**config.mk**
```make
export PLATFORM = sky130hd
export DESIGN_NAME = padc_core
export DESIGN_NICKNAME = d
export VERILOG_FILES = /design/src/hdl/padc_pkg.sv /design/src/hdl/padc_fifo.sv /design/src/hdl/padc_core.sv
export VERILOG_INCLUDE_DIRS = /design/src /design/src/hdl
export SDC_FILE = /design/constraint.sdc
export NUM_CORES = 1
export LEC_CHECK = 0
export ABC_CLOCK_PERIOD_IN_PS = 6300
export BUFFER_PORTS_ARGS = -buffer_cell sky130_fd_sc_hd__buf_4
export CORE_ASPECT_RATIO = 1.75
export CORE_MARGIN = 10
export CORE_UTILIZATION = 64
export CTS_BUF_LIST = sky130_fd_sc_hd__clkbuf_8
export CTS_CLUSTER_SIZE = 14
export DETAILED_ROUTE_END_ITERATION = 12
export PLACE_DENSITY = 0.83
export REMOVE_ABC_BUFFERS = 1
export SYNTH_ARGS = -nofsm -noshare
export SYNTH_HDL_FRONTEND = slang
export SYNTH_SLANG_ARGS = --single-unit
```
**constraint.sdc**
```tcl
create_clock -name clock -period 6.3 [get_ports clock]
set_input_delay 0.315 -clock clock [delete_from_list [all_inputs] [get_ports clock]]
set_output_delay 0.315 -clock clock [all_outputs]
set_load 0.005 [all_outputs]
```
**src/hdl/padc_map.svh**
```systemverilog
`ifndef PADC_MAP_SVH
`define PADC_MAP_SVH
`define PADC_STAGES       10
`define PADC_CODE_W       10
`define PADC_DEC_W        2
`define PADC_LAT_HALF     11
`define PADC_FIFO_DEPTH   8
`define PADC_CODE_MID     10'h200
`define PADC_CODE_RESET   10'h000
`define PADC_DEC_LOW      2'h0
`define PADC_DEC_MID      2'h1
`define PADC_DEC_HIGH     2'h2
`endif

```
**src/hdl/padc_pkg.sv**
```systemverilog
`include "padc_map.svh"
package padc_pkg;
    typedef logic [`PADC_DEC_W-1:0]  padc_dec_type;
    typedef logic [`PADC_CODE_W-1:0] padc_code_type;
    typedef struct packed {
        logic          valid;
        padc_code_type code;
    } padc_word_type;
    typedef enum logic [1:0] {PADC_RUN, PADC_SLEEP} padc_mode_type;
endpackage

```
**src/hdl/padc_fifo.sv**
```systemverilog
`timescale 1ns/1ps
`include "padc_map.svh"
module padc_fifo
    import padc_pkg::*;
#(
    parameter int WIDTH = `PADC_CODE_W,
    parameter int DEPTH = `PADC_FIFO_DEPTH
)(
    input  wire logic             clock,
    input  wire logic             reset,
    input  wire logic             enable,
    input  wire logic             in_valid,
    output logic                  in_ready,
    input  wire logic [WIDTH-1:0] in_data,
    output logic                  out_valid,
    input  wire logic             out_ready,
    output logic      [WIDTH-1:0] out_data
);
    localparam int AW = $clog2(DEPTH);
    typedef struct packed {
        logic [AW-1:0] wr;
        logic [AW-1:0] rd;
        logic [AW:0]   count;
        logic [WIDTH-1:0] dout;
        logic          dvalid;
    } padc_fifo_state_type;

    padc_fifo_state_type   st_r;
    padc_fifo_state_type   st_nxt;
    logic [WIDTH-1:0]      mem_r [DEPTH];
    logic                  push;
    logic                  pop;

    // The read word lives in a register so the consumer sees a flop, at the cost of one cycle.
    assign in_ready  = (st_r.count != DEPTH[AW:0]);
    assign out_valid = st_r.dvalid;
    assign out_data  = st_r.dout;

    always_comb
    begin
        st_nxt = st_r;
        push   = in_valid && in_ready;
        pop    = (st_r.count != '0) && (!st_r.dvalid || out_ready);
        if (out_ready && st_r.dvalid)
        begin
            st_nxt.dvalid = 1'b0;
        end
        if (push)
        begin
            st_nxt.wr = st_r.wr + 1'b1;
        end
        if (pop)
        begin
            st_nxt.rd     = st_r.rd + 1'b1;
            st_nxt.dout   = mem_r[st_r.rd];
            st_nxt.dvalid = 1'b1;
        end
        st_nxt.count = st_r.count + {{AW{1'b0}}, push} - {{AW{1'b0}}, pop};
    end

    always_ff @(posedge clock or posedge reset)
    begin
        if (reset)
        begin
            st_r <= '0;
        end
        else if (enable)
        begin
            st_r <= st_nxt;
        end
    end

    always_ff @(posedge clock)
    begin
        if (enable && push)
        begin
            mem_r[st_r.wr] <= in_data;
        end
    end
endmodule // padc_fifo

```
**src/hdl/padc_core.sv**
```systemverilog
`timescale 1ns/1ps
`include "padc_map.svh"
module padc_core
    import padc_pkg::*;
#(
    parameter int STAGES   = `PADC_STAGES,
    parameter int CODE_W   = `PADC_CODE_W,
    parameter int FIFO_DEP = `PADC_FIFO_DEPTH
)(
    input  wire logic                clock,
    input  wire logic                reset,
    input  wire logic                clock_enable,
    input  wire logic [2*STAGES-1:0] stage_decisions_in,
    input  wire logic                sleep_request_in,
    input  wire logic                output_disable_in,
    input  wire logic                reference_grounded_in,
    output logic      [CODE_W-1:0]   sample_code_out,
    output logic      [CODE_W-1:0]   sample_code_oe,
    output logic                     code_valid_out,
    output logic                     reference_buffers_on_out,
    output logic                     sleeping_out
);
    // Stage decisions arrive from the comparators, two bits per stage, stage 0 in the low bits.
    // Each decision is 0, 1 or 2 meaning -1/2, 0 or +1/2 of the stage range.
    localparam int HALVES = `PADC_LAT_HALF;
    // The FIFO costs two edges and the output latch one, so the tap sits that much earlier.
    localparam int OUT_TAP = (HALVES - 1) / 2 - 3;

    typedef struct packed {
        logic [2*STAGES-1:0]   fall_dec;
        logic                  fall_run;
        logic [HALVES-2:0]     run_pipe;
        logic [HALVES-2:0][CODE_W-1:0] pipe_code;
        logic [CODE_W-1:0]     last_code;
        padc_mode_type         mode;
        logic [CODE_W-1:0]     code_out;
        logic [CODE_W-1:0]     code_oe;
        logic                  valid;
        logic                  ref_on;
        logic                  asleep;
        logic                  fifo_pop;
    } padc_state_type;

    padc_state_type        st_r;
    padc_state_type        st_nxt;
    logic                  fall_run_r;
    logic [2*STAGES-1:0]   fall_dec_r;
    logic [CODE_W-1:0]     corrected;
    logic                  fifo_in_ready;
    logic                  fifo_out_valid;
    logic [CODE_W-1:0]     fifo_out_data;

    // Sampling happens on the falling edge; only the capture flops live on that edge.
    always_ff @(negedge clock or posedge reset)
    begin
        if (reset)
        begin
            fall_dec_r <= '0;
            fall_run_r <= 1'b0;
        end
        else if (clock_enable)
        begin
            fall_dec_r <= stage_decisions_in;
            fall_run_r <= !sleep_request_in;
        end
    end

    // Overlapping 1.5-bit stages add with one-bit overlap, so comparator offsets fold away.
    function automatic logic [CODE_W-1:0] padc_correct(input logic [2*STAGES-1:0] dec);
        int acc;
        acc = 1 << (CODE_W - 1);
        for (int i = 0; i < STAGES; i++)
        begin
            acc = acc + (int'(dec[2*i +: 2]) - 1) * (1 << (STAGES - 1 - i));
        end
        // All mid decisions leave the offset untouched, so bipolar zero gives 10 0000 0000.
        if (acc > (1 << CODE_W) - 1)
        begin
            return {CODE_W{1'b1}};
        end
        if (acc < 0)
        begin
            return '0;
        end
        return acc[CODE_W-1:0];
    endfunction

    assign corrected = padc_correct(fall_dec_r);

    always_comb
    begin
        st_nxt = st_r;
        // Half period into the rising edge, then ten more half periods: 5.5 cycles total.
        st_nxt.run_pipe     = {st_r.run_pipe[HALVES-3:0], fall_run_r};
        st_nxt.pipe_code[0] = corrected;
        for (int i = 1; i < HALVES - 1; i++)
        begin
            st_nxt.pipe_code[i] = st_r.pipe_code[i-1];
        end
        st_nxt.fifo_pop = 1'b1;
        unique case (st_r.mode)
            PADC_RUN:
            begin
                if (sleep_request_in)
                begin
                    st_nxt.mode = PADC_SLEEP;
                end
            end
            PADC_SLEEP:
            begin
                if (!sleep_request_in)
                begin
                    st_nxt.mode = PADC_RUN;
                end
            end
        endcase
        st_nxt.asleep = (st_nxt.mode == PADC_SLEEP);
        // In sleep the output latch is frozen on the last code.
        if (fifo_out_valid && st_r.mode == PADC_RUN)
        begin
            st_nxt.code_out  = fifo_out_data;
            st_nxt.last_code = fifo_out_data;
            st_nxt.valid     = 1'b1;
        end
        else
        begin
            st_nxt.code_out = st_r.last_code;
            st_nxt.valid    = 1'b0;
        end
        // Drive only while output disable is low; sleeping does not release them on its own.
        st_nxt.code_oe = output_disable_in ? '0 : '1;
        st_nxt.ref_on  = !reference_grounded_in && !sleep_request_in;
    end

    // Tap OUT_TAP of the latency line feeds the FIFO; it can only fill if output is blocked, and a word pushed while full is dropped, not stalled.
    padc_fifo #(
        .WIDTH (CODE_W),
        .DEPTH (FIFO_DEP)
    ) u_fifo (
        .clock     (clock),
        .reset     (reset),
        .enable    (clock_enable),
        .in_valid  (st_r.run_pipe[OUT_TAP]),
        .in_ready  (fifo_in_ready),
        .in_data   (st_r.pipe_code[OUT_TAP]),
        .out_valid (fifo_out_valid),
        .out_ready (st_r.mode == PADC_RUN),
        .out_data  (fifo_out_data)
    );

    always_ff @(posedge clock or posedge reset)
    begin
        if (reset)
        begin
            st_r <= '0;
        end
        else if (clock_enable)
        begin
            st_r <= st_nxt;
        end
    end

    assign sample_code_out          = st_r.code_out;
    assign sample_code_oe           = st_r.code_oe;
    assign code_valid_out           = st_r.valid;
    assign reference_buffers_on_out = st_r.ref_on;
    assign sleeping_out             = st_r.asleep;

    a_oe_follows: assert property (@(posedge clock) disable iff (reset)
        clock_enable |=> (sample_code_oe == ($past(output_disable_in) ? '0 : '1)))
        else $error("output enable does not follow disable input");
    a_tristate_sleep: assert property (@(posedge clock) disable iff (reset)
        (clock_enable && output_disable_in && sleep_request_in) |=> (sample_code_oe == '0))
        else $error("data lines not released in sleep");
    a_hold_sleep: assert property (@(posedge clock) disable iff (reset)
        (clock_enable && st_r.mode == PADC_SLEEP && $past(st_r.mode == PADC_SLEEP)) |=> $stable(sample_code_out))
        else $error("code changed while sleeping");
    a_sleep_mode: assert property (@(posedge clock) disable iff (reset)
        (clock_enable && sleep_request_in) |=> sleeping_out)
        else $error("sleep not entered");
    a_wake_mode: assert property (@(posedge clock) disable iff (reset)
        (clock_enable && !sleep_request_in) |=> !sleeping_out)
        else $error("sleep not left");
    a_ref_off: assert property (@(posedge clock) disable iff (reset)
        (clock_enable && reference_grounded_in) |=> !reference_buffers_on_out)
        else $error("reference buffers left on");
    a_valid_source: assert property (@(posedge clock) disable iff (reset)
        code_valid_out |-> !$past(st_r.mode == PADC_SLEEP))
        else $error("valid code during sleep");
    a_mid_code: assert property (@(posedge clock) disable iff (reset)
        (fall_dec_r == {STAGES{`PADC_DEC_MID}}) |-> (corrected == `PADC_CODE_MID))
        else $error("bipolar zero not offset binary");
endmodule // padc_core

```
==> results of run 1 <==
per-layer routing:
| layer | vias to the layer above | GRT usage (%) | wire [um] |
|---|---|---|---|
| met1 | 2857 | 20.3 | 6840 |
| met2 | 196 | 38.9 | 11600 |
| met5 | - | 0 | 0 |
| met3 | 84 | 3.78 | 777 |
| met4 | 0 | 9.41 | 1120 |
| li1 | 2534 | - | - |
area by class of cell:
class,instances,area [um^2],area share (%)
Tap cell,177,221,2.03
Inverter,112,422,3.87
Multi-Input combinational cell,362,4130,37.9
Clock inverter,15,198,1.81
Sequential cell,171,4680,42.9
Clock buffer,17,234,2.15
Timing Repair Buffer,129,1010,9.29
cells by family (layout without fill, tap and decap cells):
| group | count (synthesis) | count (layout) | synth area share (%) |
|---|---|---|---|
| xor gates and xnor gates | 11 | 11 | 1.14 |
| and+or+nand+nor | 86 | 86 | 4.48 |
| muxes | 66 | 66 | 10.5 |
| AOI/OAI and AO/OA | 96 | 96 | 6.45 |
| adders and majority gates | 103 | 103 | 18.7 |
| DFF | 171 | 171 | 51.4 |
| buffers and inverters | 154 | 273 | 7.34 |
what timing repair did:
action | CTS | global route
pin swaps | 42 | 36
endpoints found under the setup margin | 10 | 10
gates cloned | 1 | 0
hold buffers | 2 | 0
gates resized for setup | 50 | 40
endpoints found under the hold margin | 2 | 0
setup buffers | 4 | 11
stage by stage:
step	setup slack, ns	cell area (um^2)	TNS [ns]	std cells	hold slack (ns)
finish	-2.30	10900	-22.92	983	0.0994
global route	-2.44	10900	-23.83	983	0.110
CTS	-2.16	10600	-21.32	972	0.0843
detailed placement	-2.51	9940	-24.71	934	0.475
global placement	-2.33	9940	-23.23	934	0.456
floorplan	-2.42	8850	-24.21	645	0.397
cells in the mapped netlist, types with 7 or more instances:
cell / instances
a31oi_1: 11
fa_1: 55
o21a_1: 7
ha_1: 48
mux2i_1: 11
nand2_1: 46
buf_4: 21
dfrtn_1: 21
xnor2_1: 9
inv_1: 112
dfrtp_1: 70
clkbuf_1: 12
a21oi_1: 19
mux2_2: 35
mux4_2: 20
o21ai_0: 36
nor2_1: 13
edfxtp_1: 80
final timing paths:
| kind | slack, ns | startpoint | to |
|---|---|---|---|
| worst max-delay path | -2.30 | fall_dec_r[14]$_DFFE_NP0P_ | st_nxt[52]$_DFFE_PP0P_ |
| max in group asynchronous | 2.57 | reset | fall_run_r$_DFFE_NP0P_ |
| worst min-delay path | 0.1 | sleep_request_in | st_r[24]$_DFFE_PP0P_ |
| worst max register to register | -2.30 | fall_dec_r[14]$_DFFE_NP0P_ | st_nxt[52]$_DFFE_PP0P_ |
| worst min register to register | 0.49 | u_fifo.out_data[6]$_DFFE_PP0P_ | u_fifo.out_data[6]$_DFFE_PP0P_ |
| min in group asynchronous | 0.25 | reset | sample_code_oe[8]$_DFFE_PP0P_ |
worst reg2reg max path: stages, from the launching register on:
cell and delay [ns]:
dfrtn_1 0.41, inv_2 0.05, ha_4 0.17, fa_2 0.61, buf_4 0.12, buf_4 0.12, inv_1 0.06, fa_1 0.56
inv_1 0.06, fa_1 0.38, inv_1 0.12, fa_1 0.44, inv_2 0.09, ha_4 0.21, fa_2 0.37, buf_6 0.13
a211oi_4 0.22, o21bai_4 0.11, buf_4 0.16, o22ai_4 0.11, xnor2_2 0.12, nor4_4 0.41, buf_6 0.23, a31oi_4 0.11
sequential cells by signal, summed over array words and instances, names as in the netlist:
name,flops
u_fifo.mem_r,80
st_nxt,33
fall_dec_r,20
sample_code_out,10
u_fifo.out_data,10
u_fifo.st_r,10
st_r,2
code_valid_out,1
fall_run_r,1
reference_buffers_on_out,1
sample_code_oe,1
sleeping_out,1
u_fifo.out_valid,1
==> results by group, run 1 <==
Timing
  • Final setup fails: 10
  • Setup slack after layout: -2.30 ns
  • Pins Over Slew Limit: 0
  • Skew final: 0.0594 ns
  • Slew Limit Headroom: 21.2%
  • Final Hold Viols: 0
  • Slew @ Worst Pin: 1.18 ns
  • RSZ-0062 raised after global routing: true

Synth
  • Synth area leader: edfxtp_1
  • Top FF cell, synth: edfxtp_1
  • Top post-synthesis cells by area: edfxtp_1 26%, dfrtp_1 19%, fa_1 12%
  • Share of the synthesized area in the top cell type: 26.4%
  • Synthesized instance count: 687
  • Number of synthesized flops with an enable pin: 80
  • Async set-or-reset flop fraction in the synthesized netlist: 53.2%
  • Syn. warnings: 0
  • Unique masters post-synth: 50
  • Synthesized area per cell: 13.2 um^2
  • Synthesis-stage register bit count: 171
  • Post-synthesis sequential area ratio: 51.4%
  • Post-Syn Area: 9100 um^2

Critical path
  • CP Buf/Inv Count: 10
  • Crit Path Max Fanout: 5
  • Slowest CP cell: fa_2
  • Crit-path cells: inv_2 > ha_4 > fa_2 > buf_4 > buf_4 > inv_1 > fa_1 > inv_1 > fa_1 > inv_1 > fa_1 > inv_2 > ha_4 > fa_2 > buf_6 > a211oi_4 > o21bai_4 > buf_4 > o22ai_4 > xnor2_2 > nor4_4 > buf_6 > a31oi_4
  • WP data required: 6.65 ns
  • Worst Reg-to-Reg Cells: 23
  • Critical path data arrival time: 8.95 ns
  • CP peak stage delay: 0.61 ns
  • Critical path depth: 23
  • Startpoint Class: register
  • CP Capture Type: register
  • Crit Path Class: reg2reg
  • Top delay family on crit path: adder cells

Placement
  • Hpwl dp: 13,400 um
  • Port Buffer Count: 48
  • Gpl congestion: 0.902

Floorplan
  • Io pins: 49
  • Horiz. Die Dim: 110 um
  • Die height: 178 um
  • Site Rows: 57
  • Full die area: 19,600 um^2
  • Initial Util: 65.5%
  • Core box area: 13,900 um^2

Global route
  • Pin count of the biggest net entering global routing: 54
  • Vias in the first global route: 6,376
  • First-pass GRT wire length: 31,000 um
  • Overall global routing resource usage: 20.4%
  • Initial antenna violation count: 0
  • Grt total ovfl: 0

Drt
  • Vias: 5,671
  • DR pass1 iterations: 5
  • DRT antenna net count: 0
  • Initial drt markers: 324
  • DRT Wirelength: 20,300 um
  • Routed vias/inst: 5.77
  • WL/cell: 20.7 um
  • DRC errors left: 0

Clock network
  • CTS Buf Count: 17
  • Htree depth: 4
  • Clock transition at path regs: 0.10 ns
  • CTS sink cnt: 171
  • Clock Path Buffers: 2
  • Clock latency on the worst-skew pair: 0.47 ns
  • CTS tree: yes
  • Clock root buffer: clkbuf_8

Final layout
  • Final Util: 78.4%
  • Layout cells sized above 1: 36.6%
  • Fin nets: 922
  • Most common cell after layout, fill and taps aside: buf_4
  • # diodes: 0
  • Area Growth Syn to Fin: 19.7%
  • Most frequent cells in the layout: 119 x buf_4, 90 x inv_1, 80 x edfxtp_1
  • Filler Cell Count: 737

Outcome
  • Failing checks: setup timing
  • Status: complete, but fails checks

Min path
  • Worst Hold Path Cells: 3
  • Worst Hold Class: in2reg

Job
  • Max-cap violations: 0
Power of run 1 is left out: the tool's default activity adds up to more than one toggle a clock period on the data nets, which glitch-free logic cannot reach.
==> inputs of run 2 (changes only) <==
--- a/config.mk
+++ b/config.mk
@@ -6,15 +6,16 @@
 export SDC_FILE = /design/constraint.sdc
 export NUM_CORES = 1
 export LEC_CHECK = 0
+export ABC_AREA = 1
 export ABC_CLOCK_PERIOD_IN_PS = 6300
 export BUFFER_PORTS_ARGS = -buffer_cell sky130_fd_sc_hd__buf_4
 export CORE_ASPECT_RATIO = 1.75
 export CORE_MARGIN = 10
-export CORE_UTILIZATION = 64
+export CORE_UTILIZATION = 55
 export CTS_BUF_LIST = sky130_fd_sc_hd__clkbuf_8
 export CTS_CLUSTER_SIZE = 14
 export DETAILED_ROUTE_END_ITERATION = 12
-export PLACE_DENSITY = 0.83
+export PLACE_DENSITY = 0.73
 export REMOVE_ABC_BUFFERS = 1
 export SYNTH_ARGS = -nofsm -noshare
 export SYNTH_HDL_FRONTEND = slang
==> results by group, run 2 <==
Clock network
  • Clock Path Buffers: 2 (unchanged)
  • Clock transition at path regs: 0.11 ns (about the same)
  • Clock latency on the worst-skew pair: 0.45 ns (-0.02 ns)
  • CTS sink cnt: 171 (unchanged)
  • CTS Buf Count: 17 (unchanged)
  • CTS tree: yes
  • Clock root buffer: clkbuf_8
  • Htree depth: 4 (unchanged)

Timing
  • Final setup fails: 10 (unchanged)
  • Final Hold Viols: 0 (unchanged)
  • Final hold slack: 0.0286 ns (-0.0708 ns)
  • Slew Limit Headroom: 21.7% (+0.45 points)
  • Pins Over Slew Limit: 0 (unchanged)
  • Skew final: 0.0535 ns (-0.00592 ns)
  • Setup slack after layout: -1.82 ns (+0.478 ns)
  • Slew @ Worst Pin: 1.17 ns (-0.00238 ns)
  • RSZ-0062 raised after global routing: true

Synth
  • Post-Syn Area: 9280 um^2 (+1.9%)
  • Unique masters post-synth: 34 (-32%)
  • Synthesis-stage register bit count: 171 (unchanged)
  • Synthesized area per cell: 10.3 um^2 (-22%)
  • Async set-or-reset flop fraction in the synthesized netlist: 53.2% (unchanged)
  • Post-synth top cells: 165 x inv_1, 150 x nand2_1, 92 x o21ai_0
  • Top post-synthesis cells by area: edfxtp_1 26%, dfrtp_1 19%, fa_1 12%
  • Syn. warnings: 0 (unchanged)
  • Share of the synthesized area in the top cell type: 25.9% (-0.50 points)
  • Post-synthesis sequential area ratio: 50.4% (-0.97 points)
  • Synth area leader: edfxtp_1
  • Synthesized instance count: 901 (+31%)
  • Top FF cell, synth: edfxtp_1
  • Number of synthesized flops with an enable pin: 80 (unchanged)
  • Cell with the most instances after synthesis: inv_1

Job
  • Max-cap violations: 0 (unchanged)

Placement
  • Gpl congestion: 0.857 (-5.0%)
  • Port Buffer Count: 48 (unchanged)
  • Hpwl dp: 12,800 um (-4.2%)
  • Placement Cell Area: 10,000 um^2 (+0.77%)

Floorplan
  • Full die area: 22,700 um^2 (+16%)
  • Site Rows: 62 (+8.8%)
  • Core box area: 16,500 um^2 (+19%)
  • Horiz. Die Dim: 118 um (+7.3%)
  • Initial Util: 56.1% (-9.3 points)
  • Io pins: 49 (unchanged)
  • Die height: 192 um (+7.9%)

Critical path
  • Worst Reg-to-Reg Cells: 21 (-8.7%)
  • R2R setup slack: -1.82 ns (+0.48 ns)
  • Critical path data arrival time: 8.50 ns (-0.45 ns)
  • Worst R2R End: st_nxt[52]$_DFFE_PP0P_
  • Reg2reg start: fall_dec_r[16]$_DFFE_NP0P_
  • Startpoint Class: register
  • CP Capture Type: register
  • WP data required: 6.68 ns (+0.03 ns)
  • Crit Path Max Fanout: 5 (unchanged)
  • Crit Path Class: reg2reg

Drt
  • DRC errors left: 0 (unchanged)
  • Initial drt markers: 269 (-17%)
  • Vias: 6,104 (+7.6%)
  • WL/cell: 14.4 um (-31%)
  • DRT Wirelength: 17,400 um (-14%)
  • DRT antenna net count: 0 (unchanged)
  • DR pass1 iterations: 4 (-1)
  • Routed vias/inst: 5.03 (-13%)

Final layout
  • Fin nets: 1,105 (+20%)
  • Final instance area: 10,900 um^2 (about the same)
  • Top reg by flops: u_fifo.mem_r
  • Area Growth Syn to Fin: 17.5%
  • Most common cell after layout, fill and taps aside: inv_1
  • Final Util: 66.0% (-12 points)
  • Most frequent cells in the layout: 145 x inv_1, 134 x nand2_1, 105 x buf_4
  • Max reg flops: 80 (unchanged)
  • Layout cells sized above 1: 23.4% (-13 points)
  • # diodes: 0 (unchanged)

Global route
  • Overall global routing resource usage: 16.0% (-4.4 points)
  • Vias in the first global route: 6,395 (+0.30%)
  • First-pass GRT wire length: 29,400 um (-4.9%)
  • Grt total ovfl: 0 (unchanged)
  • Initial antenna violation count: 0 (unchanged)
  • Pin count of the biggest net entering global routing: 89 (+65%)

Outcome
  • Status: complete, but fails checks
  • Failing checks: setup timing

Min path
  • Worst Hold Path Cells: 2 (-1)
  • Hold Path Origin: output_disable_in
  • Hold Path End: sample_code_oe[8]$_DFFE_PP0P_
  • Worst Hold Class: in2reg
## run 2: cells by family after synthesis
group	count (synthesis)	synth area share, %
adder cells (fa/ha/maj)	103	18.3
XOR/XNOR	8	0.755
flip-flops	171	50.4
AO/OA/AOI/OAI	142	8.91
multiplexers	11	1.20
AND/OR/NAND/NOR	248	10.6
buffers and inverters	218	9.74
## run 2: worst max path at each step
stage | startpoint | cells past startpoint | endpoint | slack (ns)
5_1_grt | fall_dec_r[6]$_DFFE_NP0P_ | 23 | st_nxt[54]$_DFFE_PP0P_ | -2.00
3_5_place_dp | fall_dec_r[10]$_DFFE_NP0P_ | 21 | st_nxt[51]$_DFFE_PP0P_ | -2.14
6_report | fall_dec_r[16]$_DFFE_NP0P_ | 21 | st_nxt[52]$_DFFE_PP0P_ | -1.82
4_1_cts | fall_dec_r[6]$_DFFE_NP0P_ | 21 | st_nxt[51]$_DFFE_PP0P_ | -1.82
3_3_place_gp | fall_dec_r[10]$_DFFE_NP0P_ | 21 | st_nxt[47]$_DFFE_PP0P_ | -2.00
2_1_floorplan | fall_dec_r[12]$_DFFE_NP0P_ | 22 | st_nxt[47]$_DFFE_PP0P_ | -1.82
## run 2: critical path, cell delays in order, from the launching register on
cell,delay [ns]
dfrtn_1,0.40
inv_1,0.06
ha_1,0.24
fa_2,0.56
fa_1,0.49
inv_2,0.12
fa_1,0.46
buf_4,0.16
fa_1,0.52
inv_2,0.06
fa_2,0.63
ha_4,0.25
nand2_4,0.08
inv_2,0.04
a21oi_2,0.12
buf_4,0.12
nand4_1,0.11
nand2_2,0.13
nor2_4,0.05
nand3_4,0.12
nand2_4,0.10
a21oi_2,0.13
## run 2: area by class of cell
cell class / instances / area (um^2)
clock buffers: 17 / 234
fillers: 1257 / 5620
well taps: 224 / 280
inverters: 166 / 633
flip-flops and latches: 171 / 4680
repair buffers: 107 / 810
clock inverters: 15 / 158
multi-input cells: 513 / 4110
## run 2: through the flow
step / TNS [ns] / worst slack, ns / instances
after global routing: -19.71 / -2.00 / 1213
final: -18.02 / -1.82 / 1213
after CTS: -18.05 / -1.82 / 1210
after detailed placement: -21.28 / -2.14 / 1171
after floorplan: -18.21 / -1.82 / 849
after global placement: -20.00 / -2.00 / 1171
## run 2: timing repair
item                                    CTS  global route
hold buffers                              1             0
buffers inserted                          5             3
endpoints found under the hold margin    29             0
gates resized for setup                  61            46
endpoints found under the setup margin   10            10
pin swaps                                38            48
cloned                                    1             0
## run 2: layer usage
layer  vias to the layer above  GRT usage [%]  part of all wire [%]
met3                        30           3.06                   2.6
met1                      2960           15.1                    35
met2                        87           32.3                    60
li1                       3027              -                     -
met4                         0           7.02                   2.5
met5                         -              0                     0
Power of run 2 is left out for the same reason.
